--- src/logic/rstwk_pkg.sv ---
// Constants, register map and carrier types of the reset and wake-up control block.
// Summary of operation
// - Pull reset line while internal cause present
// - Keep sampling the shared reset line
// - Hold line low a stretch after cause
// - Reset mode clears registers except two
// - Flag power-up on low supply or powerup
// - Core supply low raises reset cause
// - I/O supply low raises reset cause
// - Sleep wake-up goes to reset, flagged
// - Filtered external low is reset, also Stop
// - Watchdog misuse raises watchdog reset
// - Eight-bit cause register, six flags, two zeros
// - Reading cause register clears; writes ignored
// - Hide low-voltage flags if power-up/wake set
// - Stop wake-up: interrupt host, go Normal
// - Sleep wake-up: Reset mode, no interrupt
// - Stop command blocked until source read
// - Enabled input level change wakes device
// - Wake-selected inputs lose analog path in Stop/Sleep
// - Input change and forced wake coexist
// - Host Normal request leaves Stop, no flag
// - Stop: core low or external gives Reset
// - Six wake enables, all reset to one
package rstwk_pkg;
	localparam int ADDR_W = 8;
	localparam int DATA_W = 8;
	localparam int HV_N = 6;
	localparam int CNT_W = 16;

	localparam logic [ADDR_W-1:0] OFS_MODE_CTRL = 8'h10;
	localparam logic [ADDR_W-1:0] OFS_WAKE_CTRL = 8'h12;
	localparam logic [ADDR_W-1:0] OFS_WAKE_SRC = 8'h14;
	localparam logic [ADDR_W-1:0] OFS_RESET_CAUSE = 8'h15;

	localparam logic [DATA_W-1:0] WAKE_CTRL_RST = 8'h3f;
	localparam logic [DATA_W-1:0] WAKE_SRC_RST = 8'h00;
	localparam logic [5:0] CAUSE_RST = 6'h01;

	localparam logic [1:0] MODE_NORMAL = 2'h0;
	localparam logic [1:0] MODE_STOP = 2'h1;
	localparam logic [1:0] MODE_SLEEP = 2'h2;

	localparam int WSRC_FORCED_BIT = 6;
	localparam int WSRC_LIN_BIT = 7;

	localparam int CLK_PERIOD_NS = 10;
	localparam int RST_STRETCH_NS = 1000;
	localparam int RST_FILTER_NS = 500;
	localparam logic [CNT_W-1:0] STRETCH_CYC =
		CNT_W'((RST_STRETCH_NS + CLK_PERIOD_NS - 1) / CLK_PERIOD_NS);
	localparam logic [CNT_W-1:0] FILTER_CYC =
		CNT_W'((RST_FILTER_NS + CLK_PERIOD_NS - 1) / CLK_PERIOD_NS);

	typedef enum logic [1:0] {
		st_reset,
		st_normal,
		st_stop,
		st_sleep
	} mode_e;

	typedef struct packed {
		logic watchdog_fault_cause;
		logic external_pin_cause;
		logic sleep_wake_cause;
		logic io_supply_low_cause;
		logic core_supply_low_cause;
		logic power_up_cause;
	} cause_s;

	typedef struct packed {
		logic rd;
		logic wr;
		logic [ADDR_W-1:0] addr;
		logic [DATA_W-1:0] wdata;
	} reg_req_s;
endpackage : rstwk_pkg

--- src/logic/level_sync.sv ---
// Two-flop synchroniser for a group of asynchronous levels.
`timescale 1ns/1ps
module level_sync #(
	parameter int W = 1
) (
	input wire logic i_clock,
	input wire logic i_sys_rst,
	input wire logic i_clk_en,
	input wire logic [W-1:0] i_async,
	output logic [W-1:0] o_sync
);
	logic [W-1:0] meta_q;
	logic [W-1:0] meta_d;
	logic [W-1:0] sync_q;
	logic [W-1:0] sync_d;

	always_comb begin
		meta_d = i_async;
		sync_d = meta_q;
	end

	always_ff @(posedge i_clock) begin
		if (i_sys_rst) begin
			meta_q <= '0;
			sync_q <= '0;
		end else if (i_clk_en) begin
			meta_q <= meta_d;
			sync_q <= sync_d;
		end
	end

	assign o_sync = sync_q;
endmodule : level_sync

--- src/logic/hold_counter.sv ---
// Reports that a level has stood high for a given number of consecutive cycles.
`timescale 1ns/1ps
module hold_counter (
	input wire logic i_clock,
	input wire logic i_sys_rst,
	input wire logic i_clk_en,
	input wire logic [rstwk_pkg::CNT_W-1:0] i_limit,
	input wire logic i_level,
	output logic o_done
);
	logic [rstwk_pkg::CNT_W-1:0] cnt_q;
	logic [rstwk_pkg::CNT_W-1:0] cnt_d;

	always_comb begin
		if (!i_level) begin
			cnt_d = '0;
		end else if (cnt_q < i_limit) begin
			cnt_d = cnt_q + 1'b1;
		end else begin
			cnt_d = cnt_q;
		end
	end

	always_ff @(posedge i_clock) begin
		if (i_sys_rst) begin
			cnt_q <= '0;
		end else if (i_clk_en) begin
			cnt_q <= cnt_d;
		end
	end

	assign o_done = i_level && (cnt_q >= i_limit);
endmodule : hold_counter

--- src/logic/reset_and_wakeup_control.sv ---
// Reset line driver, reset cause recording and wake-up mode control.
`timescale 1ns/1ps
module reset_and_wakeup_control (
	input wire logic i_clock,
	input wire logic i_sys_rst,
	input wire logic i_clk_en,
	input wire rstwk_pkg::reg_req_s i_reg_req,
	output logic [rstwk_pkg::DATA_W-1:0] o_reg_rdata,
	input wire logic i_reset_line_in,
	output logic o_reset_line_out,
	output logic o_reset_line_oe,
	input wire logic i_power_on_low,
	input wire logic i_core_supply_low,
	input wire logic i_io_supply_low,
	input wire logic i_watchdog_fault,
	input wire logic [rstwk_pkg::HV_N-1:0] i_hv_wake_input,
	input wire logic i_forced_wake,
	input wire logic i_lin_wake,
	output logic o_die_link_interrupt,
	output logic [1:0] o_mode,
	output logic o_regs_init,
	output logic [rstwk_pkg::HV_N-1:0] o_analog_path_off
);
	// Seven single-bit levels plus the wake inputs share one synchroniser.
	localparam int SW = rstwk_pkg::HV_N + 7;

	logic [SW-1:0] sync_bus;
	logic pin_s;
	logic por_s;
	logic core_low_s;
	logic io_low_s;
	logic wdog_s;
	logic forced_s;
	logic lin_s;
	logic [rstwk_pkg::HV_N-1:0] hv_s;

	rstwk_pkg::mode_e state_q;
	rstwk_pkg::mode_e state_d;
	rstwk_pkg::cause_s cause_q;
	rstwk_pkg::cause_s cause_d;
	rstwk_pkg::cause_s cause_set;
	rstwk_pkg::cause_s cause_view;
	logic [rstwk_pkg::DATA_W-1:0] wake_ctrl_q;
	logic [rstwk_pkg::DATA_W-1:0] wake_ctrl_d;
	logic [rstwk_pkg::DATA_W-1:0] wake_src_q;
	logic [rstwk_pkg::DATA_W-1:0] wake_src_d;
	logic [rstwk_pkg::DATA_W-1:0] wake_src_set;
	logic [rstwk_pkg::HV_N-1:0] hv_ref_q;
	logic [rstwk_pkg::HV_N-1:0] hv_ref_d;
	logic [rstwk_pkg::HV_N-1:0] hv_change;
	logic src_unread_q;
	logic src_unread_d;
	logic irq_q;
	logic irq_d;
	logic drive_q;
	logic drive_d;
	logic hold_req_q;
	logic hold_req_d;
	logic [rstwk_pkg::DATA_W-1:0] rdata_q;
	logic [rstwk_pkg::DATA_W-1:0] rdata_d;
	logic regs_init_q;
	logic regs_init_d;
	logic line_out_q;
	logic line_out_d;
	logic [1:0] mode_out_q;
	logic [1:0] mode_out_d;
	logic [rstwk_pkg::HV_N-1:0] analog_off_q;
	logic [rstwk_pkg::HV_N-1:0] analog_off_d;

	logic internal_cause;
	logic ext_reset;
	logic stretch_done;
	logic low_power;
	logic wake_any;
	logic rd_cause;
	logic rd_src;
	logic wr_mode;
	logic wr_wake_ctrl;
	logic [1:0] req_mode;

	// Every pin and analog comparator output is asynchronous to the base clock.
	// The synchroniser resets low; our own drive hides that false pin low after reset.
	level_sync #(
		.W(SW)
	) u_sync (
		.i_clock(i_clock),
		.i_sys_rst(i_sys_rst),
		.i_clk_en(i_clk_en),
		.i_async({i_reset_line_in, i_power_on_low, i_core_supply_low, i_io_supply_low,
			i_watchdog_fault, i_forced_wake, i_lin_wake, i_hv_wake_input}),
		.o_sync(sync_bus)
	);

	assign {pin_s, por_s, core_low_s, io_low_s, wdog_s, forced_s, lin_s, hv_s} = sync_bus;

	// Filtered pin low
	// Our own drive is excluded so the device never reports itself as external.
	hold_counter u_pin_filter (
		.i_clock(i_clock),
		.i_sys_rst(i_sys_rst),
		.i_clk_en(i_clk_en),
		.i_limit(rstwk_pkg::FILTER_CYC),
		.i_level(!pin_s && !drive_q),
		.o_done(ext_reset)
	);

	// Release stretch timer
	// It restarts while any hold request stands, so the stretch runs from the last cause.
	hold_counter u_stretch (
		.i_clock(i_clock),
		.i_sys_rst(i_sys_rst),
		.i_clk_en(i_clk_en),
		.i_limit(rstwk_pkg::STRETCH_CYC),
		.i_level(!hold_req_q),
		.o_done(stretch_done)
	);

	// Register access decode.
	// Writes to the status offsets decode to nothing.
	always_comb begin
		rd_cause = 1'b0;
		rd_src = 1'b0;
		wr_mode = 1'b0;
		wr_wake_ctrl = 1'b0;
		if (i_reg_req.addr == rstwk_pkg::OFS_RESET_CAUSE) begin
			rd_cause = i_reg_req.rd;
		end else if (i_reg_req.addr == rstwk_pkg::OFS_WAKE_SRC) begin
			rd_src = i_reg_req.rd;
		end else if (i_reg_req.addr == rstwk_pkg::OFS_MODE_CTRL) begin
			wr_mode = i_reg_req.wr;
		end else if (i_reg_req.addr == rstwk_pkg::OFS_WAKE_CTRL) begin
			wr_wake_ctrl = i_reg_req.wr;
		end
	end

	assign req_mode = i_reg_req.wdata[1:0];
	// Wake events are only looked at while in a low-power mode.
	assign low_power = (state_q == rstwk_pkg::st_stop) || (state_q == rstwk_pkg::st_sleep);

	// Wake event sources
	// Forced, input-change and bus wakes are simply OR-ed, so any one ends low power.
	always_comb begin
		hv_change = (hv_s ^ hv_ref_q) & wake_ctrl_q[rstwk_pkg::HV_N-1:0];
		wake_src_set = '0;
		if (low_power) begin
			wake_src_set[rstwk_pkg::HV_N-1:0] = hv_change;
			wake_src_set[rstwk_pkg::WSRC_FORCED_BIT] = forced_s;
			wake_src_set[rstwk_pkg::WSRC_LIN_BIT] = lin_s;
		end
		wake_any = |wake_src_set;
	end

	always_comb begin
		cause_set = '0;
		// The system reset value of the register carries the power-up flag as well.
		cause_set.power_up_cause = por_s;
		cause_set.core_supply_low_cause = core_low_s;
		cause_set.io_supply_low_cause = io_low_s;
		cause_set.watchdog_fault_cause = wdog_s;
		cause_set.external_pin_cause = ext_reset;
		cause_set.sleep_wake_cause = (state_q == rstwk_pkg::st_sleep) && wake_any;
		internal_cause = por_s || core_low_s || io_low_s || wdog_s;
	end

	// Mode state machine.
	always_comb begin
		state_d = state_q;
		// The clear by a source read comes first, so a wake in the same cycle still sets.
		irq_d = irq_q && !rd_src;
		// Mode writes are taken in Normal and Stop only; Sleep ends by a wake or a reset cause.
		case (state_q)
			rstwk_pkg::st_reset: begin
				if (stretch_done && !ext_reset) begin
					state_d = rstwk_pkg::st_normal;
				end
			end
			rstwk_pkg::st_normal: begin
				// A mode value of three is not a mode and is ignored.
				// Stop blocked until read
				if (wr_mode && req_mode == rstwk_pkg::MODE_STOP && !src_unread_q) begin
					state_d = rstwk_pkg::st_stop;
				end else if (wr_mode && req_mode == rstwk_pkg::MODE_SLEEP) begin
					state_d = rstwk_pkg::st_sleep;
				end
			end
			rstwk_pkg::st_stop: begin
				if (wake_any) begin
					state_d = rstwk_pkg::st_normal;
					irq_d = 1'b1;
				end else if (wr_mode && req_mode == rstwk_pkg::MODE_NORMAL) begin
					state_d = rstwk_pkg::st_normal;
				end
			end
			rstwk_pkg::st_sleep: begin
				// Sleep has no interrupt path; the cause flag tells the host why it restarted.
				if (wake_any) begin
					state_d = rstwk_pkg::st_reset;
				end
			end
			default: begin
				state_d = rstwk_pkg::st_reset;
			end
		endcase
		if (internal_cause || ext_reset) begin
			state_d = rstwk_pkg::st_reset;
		end
		// No interrupt in reset
		// Reset mode puts the interrupt back to its default, whatever sent us there.
		if (state_d == rstwk_pkg::st_reset) begin
			irq_d = 1'b0;
		end
	end

	// Line drive follows the cause, then the stretch timer.
	// While the pin is held from outside and no internal cause stands, we let go, so the stretch starts at its release.
	always_comb begin
		hold_req_d = internal_cause || ext_reset ||
			(state_d == rstwk_pkg::st_reset && state_q != rstwk_pkg::st_reset);
		drive_d = internal_cause || (state_d == rstwk_pkg::st_reset && !ext_reset &&
			(hold_req_d || !stretch_done));
	end

	// Register file next values.
	always_comb begin
		wake_ctrl_d = wake_ctrl_q;
		hv_ref_d = hv_ref_q;
		// The two upper enable bits are stored only; cyclic sensing is not built here.
		if (wr_wake_ctrl) begin
			wake_ctrl_d = i_reg_req.wdata;
		end
		// Reference levels are taken at entry so that only later changes wake.
		if (!low_power) begin
			hv_ref_d = hv_s;
		end
		if (state_d == rstwk_pkg::st_reset) begin
			wake_ctrl_d = rstwk_pkg::WAKE_CTRL_RST;
		end
		// Sticky, read clears
		// A cause arriving during the clearing read is kept.
		cause_d = rd_cause ? cause_set : (cause_q | cause_set);
		wake_src_d = rd_src ? wake_src_set : (wake_src_q | wake_src_set);
		// Pending source read
		// Sleep wakes count too: after the restart the source still has to be read.
		src_unread_d = (src_unread_q && !rd_src) || wake_any;
	end

	always_comb begin
		cause_view = cause_q;
		if (cause_q.power_up_cause || cause_q.sleep_wake_cause) begin
			cause_view.core_supply_low_cause = 1'b0;
			cause_view.io_supply_low_cause = 1'b0;
		end
	end

	always_comb begin
		rdata_d = rdata_q;
		if (i_reg_req.rd) begin
			if (i_reg_req.addr == rstwk_pkg::OFS_RESET_CAUSE) begin
				rdata_d = {2'h0, cause_view};
			end else if (i_reg_req.addr == rstwk_pkg::OFS_WAKE_SRC) begin
				rdata_d = wake_src_q;
			end else if (i_reg_req.addr == rstwk_pkg::OFS_WAKE_CTRL) begin
				rdata_d = wake_ctrl_q;
			end else if (i_reg_req.addr == rstwk_pkg::OFS_MODE_CTRL) begin
				rdata_d = {6'h00, mode_out_q};
			end else begin
				// Unmapped offsets read as zero rather than the last value.
				rdata_d = 8'h00;
			end
		end
	end

	// Outputs toward the rest of the die.
	// Every one of them is registered, so the far side never sees decode glitches.
	always_comb begin
		regs_init_d = (state_d == rstwk_pkg::st_reset);
		// Open-drain data stays low
		// Only the enable moves; the host's pull-up gives the released level.
		line_out_d = 1'b0;
		case (state_d)
			rstwk_pkg::st_stop: mode_out_d = rstwk_pkg::MODE_STOP;
			rstwk_pkg::st_sleep: mode_out_d = rstwk_pkg::MODE_SLEEP;
			default: mode_out_d = rstwk_pkg::MODE_NORMAL;
		endcase
		if (state_d == rstwk_pkg::st_stop || state_d == rstwk_pkg::st_sleep) begin
			analog_off_d = wake_ctrl_q[rstwk_pkg::HV_N-1:0];
		end else begin
			analog_off_d = '0;
		end
	end

	// Synchronous reset; a low clock enable freezes every register here and in the timers.
	always_ff @(posedge i_clock) begin
		if (i_sys_rst) begin
			state_q <= rstwk_pkg::st_reset;
			cause_q <= rstwk_pkg::CAUSE_RST;
			wake_ctrl_q <= rstwk_pkg::WAKE_CTRL_RST;
			wake_src_q <= rstwk_pkg::WAKE_SRC_RST;
			hv_ref_q <= '0;
			src_unread_q <= 1'b0;
			irq_q <= 1'b0;
			drive_q <= 1'b1;
			hold_req_q <= 1'b1;
			rdata_q <= 8'h00;
			regs_init_q <= 1'b1;
			line_out_q <= 1'b0;
			mode_out_q <= rstwk_pkg::MODE_NORMAL;
			analog_off_q <= '0;
		end else if (i_clk_en) begin
			state_q <= state_d;
			cause_q <= cause_d;
			wake_ctrl_q <= wake_ctrl_d;
			wake_src_q <= wake_src_d;
			hv_ref_q <= hv_ref_d;
			src_unread_q <= src_unread_d;
			irq_q <= irq_d;
			drive_q <= drive_d;
			hold_req_q <= hold_req_d;
			rdata_q <= rdata_d;
			regs_init_q <= regs_init_d;
			line_out_q <= line_out_d;
			mode_out_q <= mode_out_d;
			analog_off_q <= analog_off_d;
		end
	end

	assign o_reg_rdata = rdata_q;
	assign o_reset_line_out = line_out_q;
	assign o_reset_line_oe = drive_q;
	assign o_die_link_interrupt = irq_q;
	assign o_mode = mode_out_q;
	assign o_regs_init = regs_init_q;
	assign o_analog_path_off = analog_off_q;
endmodule : reset_and_wakeup_control

--- config.mk ---
export PLATFORM = sky130hd
export DESIGN_NAME = reset_and_wakeup_control
export DESIGN_NICKNAME = d
export VERILOG_FILES = /design/src/logic/rstwk_pkg.sv /design/src/logic/level_sync.sv /design/src/logic/hold_counter.sv /design/src/logic/reset_and_wakeup_control.sv
export SDC_FILE = /design/constraint.sdc
export NUM_CORES = 1
export LEC_CHECK = 0
export BUFFER_PORTS_ARGS = -buffer_cell sky130_fd_sc_hd__buf_2
export CAP_MARGIN = 25
export CORE_MARGIN = 10
export CORE_UTILIZATION = 62
export CTS_CLUSTER_SIZE = 25
export DETAILED_ROUTE_END_ITERATION = 10
export PLACE_DENSITY = 0.8
export REMOVE_ABC_BUFFERS = 1
export SLEW_MARGIN = 20
export SYNTH_ARGS = -nofsm -noshare
export SYNTH_HDL_FRONTEND = slang
export SYNTH_SLANG_ARGS = --single-unit
--- constraint.sdc ---
create_clock -name i_clock -period 4.1 [get_ports i_clock]
set_input_delay 0.82 -clock i_clock [delete_from_list [all_inputs] [get_ports i_clock]]
set_output_delay 0.82 -clock i_clock [all_outputs]
set_load 0.05 [all_outputs]
Yosys cells after proc, flatten, opt, wreduce, memory -nomap -nowiden:

Index checks and enable logic that the tools add are counted.

* output and inout port bits: 20
* logic and storage cells: 126
* bits in writable memories: 0
* memories kept: 0
* flip-flop bits (word level): 109
* bits of input ports: 34
* memory bits (read-only): 0
* latch bits: 0

* div/mod/pow operators: 0
* $add $sub $neg: 2
* muxes and demuxes: 37
* bitwise operators: 5
* multiply operators: 0
* magnitude comparators: 4
* shift-type cells: 0
* equality and inequality tests: 12
* reductions and logical operators: 44

Operators with widths (number)
* 16-bit 2-to-1 mux: 4
* 8-bit 2-to-1 mux: 7
* 16-bit by 1-bit adder with 16-bit output, second input constant: 2
* 8-bit by 5-bit == test with 1-bit output, second input constant: 4
* 2-bit 2-to-1 mux: 9
* 16-bit by 6-bit >= comparator with 1-bit output, second input constant: 1
* 16-bit by 7-bit >= comparator with 1-bit output, second input constant: 1
* 16-bit by 6-bit less-than comparator with 1-bit output, second input constant: 1
* 16-bit by 7-bit less-than comparator with 1-bit output, second input constant: 1
* 1-bit logical AND: 14
* 1-bit 2-to-1 mux: 13
* 6-bit 2-to-1 mux: 2
* 1-bit logical OR: 11
* 2-bit == test, second input constant: 5
* 2-bit AND reduction: 5
* 8-bit OR: 1
* 2-bit one-hot mux with 4 select lines: 1
* 8-bit OR reduction: 1
* 1-bit logical NOT: 7
* 6-bit bitwise AND: 1
* 2-bit logical NOT: 3
* 6-bit OR: 1
* 2-bit nonzero test: 3
* 6-bit XOR: 1
* 4 further kinds: 5

Logic depth before layout (Yosys ltp):

* word-level depth: 15
* depth in mapped cells: 9
* mapped depth without buffers: 9

Modules after synthesis:

From an unflattened synthesis, not the netlist that was laid out.

* cell total of the unflattened synthesis: 697
* area total of the unflattened synthesis: 5915.7 sq um

By module, submodules not included
* reset_and_wakeup_control: times used 1, cells each 267, area an instance 2326.0 sq um
* hold_counter at u_stretch: times used 1, cells each 178, area an instance 1338.8 sq um
* hold_counter at u_pin_filter: times used 1, cells each 168, area an instance 1307.5 sq um
* level_sync: times used 1, cells each 84, area an instance 943.4 sq um

Worst setup path after synthesis:

No wires, ideal clock.

* kind: input to register
* start point: input i_reg_req[8] (netlist name)
* end point: register wake_ctrl_q[6] (netlist name)
* data arrival time: 2.270 ns
* path slack: 1.696 ns
* stages: 9
* setup time: 0.134 ns
* cell sequence: clkbuf_1 -> nor2_1 -> nand3_1 -> nor2_1 -> and3_1 -> clkbuf_1 -> o41ai_1 -> nand2_1 -> a21oi_1

* word-level cells in the longest chain between the ends: 12

RTL lines
* from (decl): line reset_and_wakeup_control.sv:7 `input wire rstwk_pkg::reg_req_s i_reg_req,`
* 8-bit by 5-bit == test with 1-bit output: line reset_and_wakeup_control.sv:129 `end else if (i_reg_req.addr == rstwk_pkg::OFS_MODE_CTRL) begin`
* 1-bit 2-to-1 mux: line reset_and_wakeup_control.sv:129
* 1-bit 2-to-1 mux: line reset_and_wakeup_control.sv:127 `end else if (i_reg_req.addr == rstwk_pkg::OFS_WAKE_SRC) begin`
* 1-bit 2-to-1 mux: line reset_and_wakeup_control.sv:125 `if (i_reg_req.addr == rstwk_pkg::OFS_RESET_CAUSE) begin`
* 1-bit logical AND, on equally long branches: line reset_and_wakeup_control.sv:190, reset_and_wakeup_control.sv:180, reset_and_wakeup_control.sv:182
* 2-bit 2-to-1 mux (tied with other cells): line reset_and_wakeup_control.sv:190 `end else if (wr_mode && req_mode == rstwk_pkg::MODE_NORMAL) begin`
* 2-bit 2-to-1 mux, on equally long branches: line reset_and_wakeup_control.sv:187, reset_and_wakeup_control.sv:180
* 2-bit one-hot mux with 4 select lines: line reset_and_wakeup_control.sv:171 `case (state_q)`
* 2-bit 2-to-1 mux: line reset_and_wakeup_control.sv:204 `if (internal_cause || ext_reset) begin`
* 2-bit logical NOT: line reset_and_wakeup_control.sv:235 `if (state_d == rstwk_pkg::st_reset) begin`
* 2-bit nonzero test (no line)
* 2-bit AND reduction (no line)
* to (signal assigned): line reset_and_wakeup_control.sv:297 `wake_ctrl_q <= rstwk_pkg::WAKE_CTRL_RST;`
* to (signal assigned): line reset_and_wakeup_control.sv:312 `wake_ctrl_q <= wake_ctrl_d;`
* to (decl): line reset_and_wakeup_control.sv:43 `logic [rstwk_pkg::DATA_W-1:0] wake_ctrl_q;`

Parallel ways exist; a longest one is shown, timed or not.
A chain may end at the register's enable or synchronous reset.

Final worst setup path:

* start point: register u_pin_filter.cnt_q[0] (netlist name)
* end point: register wake_ctrl_q[4] (netlist name)

* word-level cells in the longest chain between the ends: 10

RTL lines
* from (decl): line hold_counter.sv:11 `logic [rstwk_pkg::CNT_W-1:0] cnt_q;`
* from (signal assigned): line hold_counter.sv:28 `cnt_q <= cnt_d;`
* 16-bit by 6-bit >= comparator with 1-bit output *: line hold_counter.sv:32 `assign o_done = i_level && (cnt_q >= i_limit);`
* 1-bit logical AND *: line hold_counter.sv:32
* 1-bit logical NOT: line reset_and_wakeup_control.sv:173 `if (stretch_done && !ext_reset) begin`
* 1-bit logical AND: line reset_and_wakeup_control.sv:173
* 2-bit 2-to-1 mux: line reset_and_wakeup_control.sv:173
* 2-bit one-hot mux with 4 select lines: line reset_and_wakeup_control.sv:171
* 2-bit 2-to-1 mux *: line reset_and_wakeup_control.sv:204
* 2-bit logical NOT *: line reset_and_wakeup_control.sv:235
* 2-bit nonzero test (no line)
* 2-bit AND reduction (no line)

Every way passes the cells marked *; elsewhere a longest branch is shown, timed or not.

==> summary.md <==
- run status: complete, no violations
- Tightest Pin Transition: 0.7006 ns
- total of fill cells in the finished design: 592
- count of unique library cells instantiated by Yosys: 53
- H-tree Lvls: 3
- worst setup slack after layout: 1.437 ns
- Max VDD drop: 0.0002694 V
- number of violations reported at the end of detailed-routing iteration 0: 168
- maximum buffer depth of the clock tree: 2
- post-detail-place hpwl: 7.389 mm
- die footprint: 11080 µm²
- count of instances resized after the clock tree is built: 0
- Row Count: 31
- post-synthesis simple-gate area fraction: 0.2331
- RSZ-0062 raised after global routing: false
- setup violators final: 0
- setup slack of the worst register-to-register path: 1.44 ns
- pins over their slew limit: 0
- sum of overflow across all layers after global routing: 0
- number of flops mapped to enable cells by yosys: 0
- top post-synthesis cells by area: dfxtp_1, mux2i_1, nor2_1
- starting utilization of the core area: 0.6284
- boundary pin count: 54
- PD cells: 366.6 nW/µm²
- Post-Route WL: 10.07 mm
- Critical Path Sink Type: register
- fraction of layout cells with a size suffix above 1: 0.1458
- final worst path period share: 0.6496
- MaxCap Viol Count: 0
- synthesized area per cell: 9.073 µm²
- detailed-router iteration count before antenna repair: 5
- Req. time, crit path: 4.34 ns
- endpoints failing hold: 0
- total design power: 1.831 mW
- TNS Setup: 0 ns
- final instance area: 4995 µm²
- Residual DRC: 0
- Final #Nets: 575
- Critical path destination: wake_ctrl_q[4]
- arithmetic-cell share of the synthesized area counting full adders, half adders and majority gates: 0.01110
- area share of the leading cell type in the synthesized netlist: 0.4839
- placeable core region: 7176 µm²
- Worst R2R Path Depth: 9
- remaining number of nets flagged by the antenna check after routing: 0
- clock transition at the registers of the reported paths: 0.10 ns
- reg2reg end: wake_ctrl_q[4]
- maximum number of pins on one net before global-route repair: 44
- clock tree skew after final layout: 0.01264 ns
- share of the synthesized netlist area taken by xor and xnor gates: 0.02525
- number of buffers added on ports: 52
- achievable clock frequency: 0.3755 GHz
- cell area after technology mapping: 4509 µm²
- number of vias per cell: 5.769
- buffers inserted during post-CTS setup optimization: 0
- clock tree from TritonCTS: built
- cell taking the most area after synthesis: dfxtp_1
- global-route wire length before repair: 16.87 mm
- fraction of synthesized area in multiplexers: 0.09795
- Top FF cell, synth: dfxtp_1
- category of the most critical setup path: reg -> reg
- Slew Limit Headroom: 0.5320
- initial antenna violation count: 0
- dominant combinational cell family by area after synthesis: simple AND/OR/NAND/NOR gates
- count of mapped cells out of synthesis: 497
- CTS hold repair buffers: 0
- Synth Area in Compound Gates: 0.1179
- Sinks on Clock Net: 109
- vias: 3698
- weighted congestion at the end of routability-driven global placement: 0.8966
- clk_lat worst skew: 0.37 ns
- reported leakage power: 2.083 nW
- worst endpoint data arrival time: 2.91 ns
- Min Clock Period, post-route: 2.663 ns
- cts bufs inserted: 9
- sequential fraction of the synthesis area: 0.4839
- placement-stage worst setup slack: 1.333 ns
- total track usage: 0.1809
- proportion of register bits with asynchronous set or reset after synthesis: 0
- leading cell type in the layout, fill and taps excluded: dfxtp_1
- class of the most critical hold timing path: reg -> reg
- critical path launch point type: register
- most frequent cells in the layout: dfxtp_1, nor2_1, buf_2
- wire length per cell: 15.72 µm
- number of storage elements in the synthesis netlist: 109
- Critical R2R Launch: u_pin_filter.cnt_q[0]
- Die Span Y: 105.3 µm
- number of global-route vias before repair: 3496
- Horiz. Die Dim: 105.3 µm
- diode insertion count for antenna repair: 0
- layout overhead on the synthesized area: 10.77%
- timing startpoint of the critical path: u_pin_filter.cnt_q[0]
- critical-path maximum fanout: 7
- warning count from the yosys run: 0
- placed inst area: 4818 µm²
- cell at the root of the clock tree: clkbuf_8
registers in the layout, indices dropped and copies added (netlist names), 2 cells and up:
register and flops:
wake_src_q 8, u_pin_filter.cnt_q 16, o_mode 2, u_sync.meta_q 13
state_q 2, cause_q 6, u_sync.o_sync 13, o_reg_rdata 8
hv_ref_q 6, o_analog_path_off 6, u_stretch.cnt_q 16, wake_ctrl_q 8
power by group:
| group | switching (mW) | internal, mW | total [mW] |
|---|---|---|---|
| clock network | 0.351 | 0.239 | 0.590 |
| logic | 0.0945 | 0.0530 | 0.148 |
| registers | 0.0142 | 1.08 | 1.09 |
through the flow:
| step | hold WS (ns) | instances | utilization |
|---|---|---|---|
| after floorplan | 0.4262 | 470 | - |
| after global placement | 0.4320 | 625 | 0.6715 |
| after detailed placement | 0.4490 | 625 | 0.6715 |
| after CTS | 0.4638 | 641 | 0.6961 |
| after global routing | 0.4670 | 641 | 0.6961 |
| final | 0.4556 | 641 | 0.6961 |
cells in the mapped netlist, types with 2 or more instances:
cell type	count
dfxtp_1	109
nor2_1	97
mux2i_1	43
a21oi_1	25
nand2_1	23
nand3_1	22
clkbuf_1	21
and2_1	12
a22oi_1	11
nand2b_1	11
xor2_1	11
and3_1	8
inv_1	8
nor3_1	8
a211oi_1	7
nand4_1	7
nor4_1	6
a31oi_1	5
buf_1	5
nand3b_1	5
a32oi_1	4
a41oi_1	4
ha_1	4
nor3b_1	3
o21ai_1	3
a21o_1	2
a21oi_2	2
and3_4	2
nor2b_1	2
o311ai_1	2
o41ai_1	2
xnor2_1	2
cell families (layout without fill, tap and decap cells):
| group | count (synthesis) | after routing |
|---|---|---|
| other cells | 1 | 1 |
| fa+ha+maj | 4 | 4 |
| buf+inv | 35 | 80 |
| mux | 44 | 44 |
| compound gates | 77 | 77 |
| flops | 109 | 109 |
| xor+xnor | 13 | 13 |
| simple gates | 214 | 214 |
worst min-delay path by stage:
| stage | start | to | slack [ns] | cells after the start |
|---|---|---|---|---|
| final | o_regs_init | o_regs_init | 0.46 | 2 |
| after floorplan | wake_ctrl_q[6] | wake_ctrl_q[6] | 0.43 | 2 |
| after global routing | o_regs_init | o_regs_init | 0.47 | 2 |
| after CTS | o_regs_init | o_regs_init | 0.46 | 2 |
| after global placement | o_regs_init | o_regs_init | 0.43 | 2 |
| after detailed placement | o_regs_init | o_regs_init | 0.45 | 2 |
critical path, stage by stage, from the launching register on:
cell	delay, ns
dfxtp_1	0.46
inv_1	0.07
ha_1	0.19
nor3b_1	0.13
o41ai_1	0.28
a41o_1	0.32
nand2b_1	0.16
or3_4	0.46
a21oi_2	0.33
nand3_1	0.13
layer usage:
metal | wire length, µm | GRT usage
met1 | 4519 | 0.2375
met5 | 0 | 0
met3 | 684 | 0.04750
met4 | 129 | 0.05882
met2 | 4741 | 0.2831
layout make-up:
type | count | area, µm² | share of cell area
flip-flops and latches | 109 | 2182 | 0.4369
well taps | 99 | 123.9 | 0.02480
multi-input cells | 353 | 2192 | 0.4389
clock buffers | 11 | 141.4 | 0.02831
inverters | 8 | 30.03 | 0.006012
repair buffers | 56 | 290.3 | 0.05812
clock inverters | 5 | 35.03 | 0.007014
Note: power is estimated with default switching activity, not from simulation.
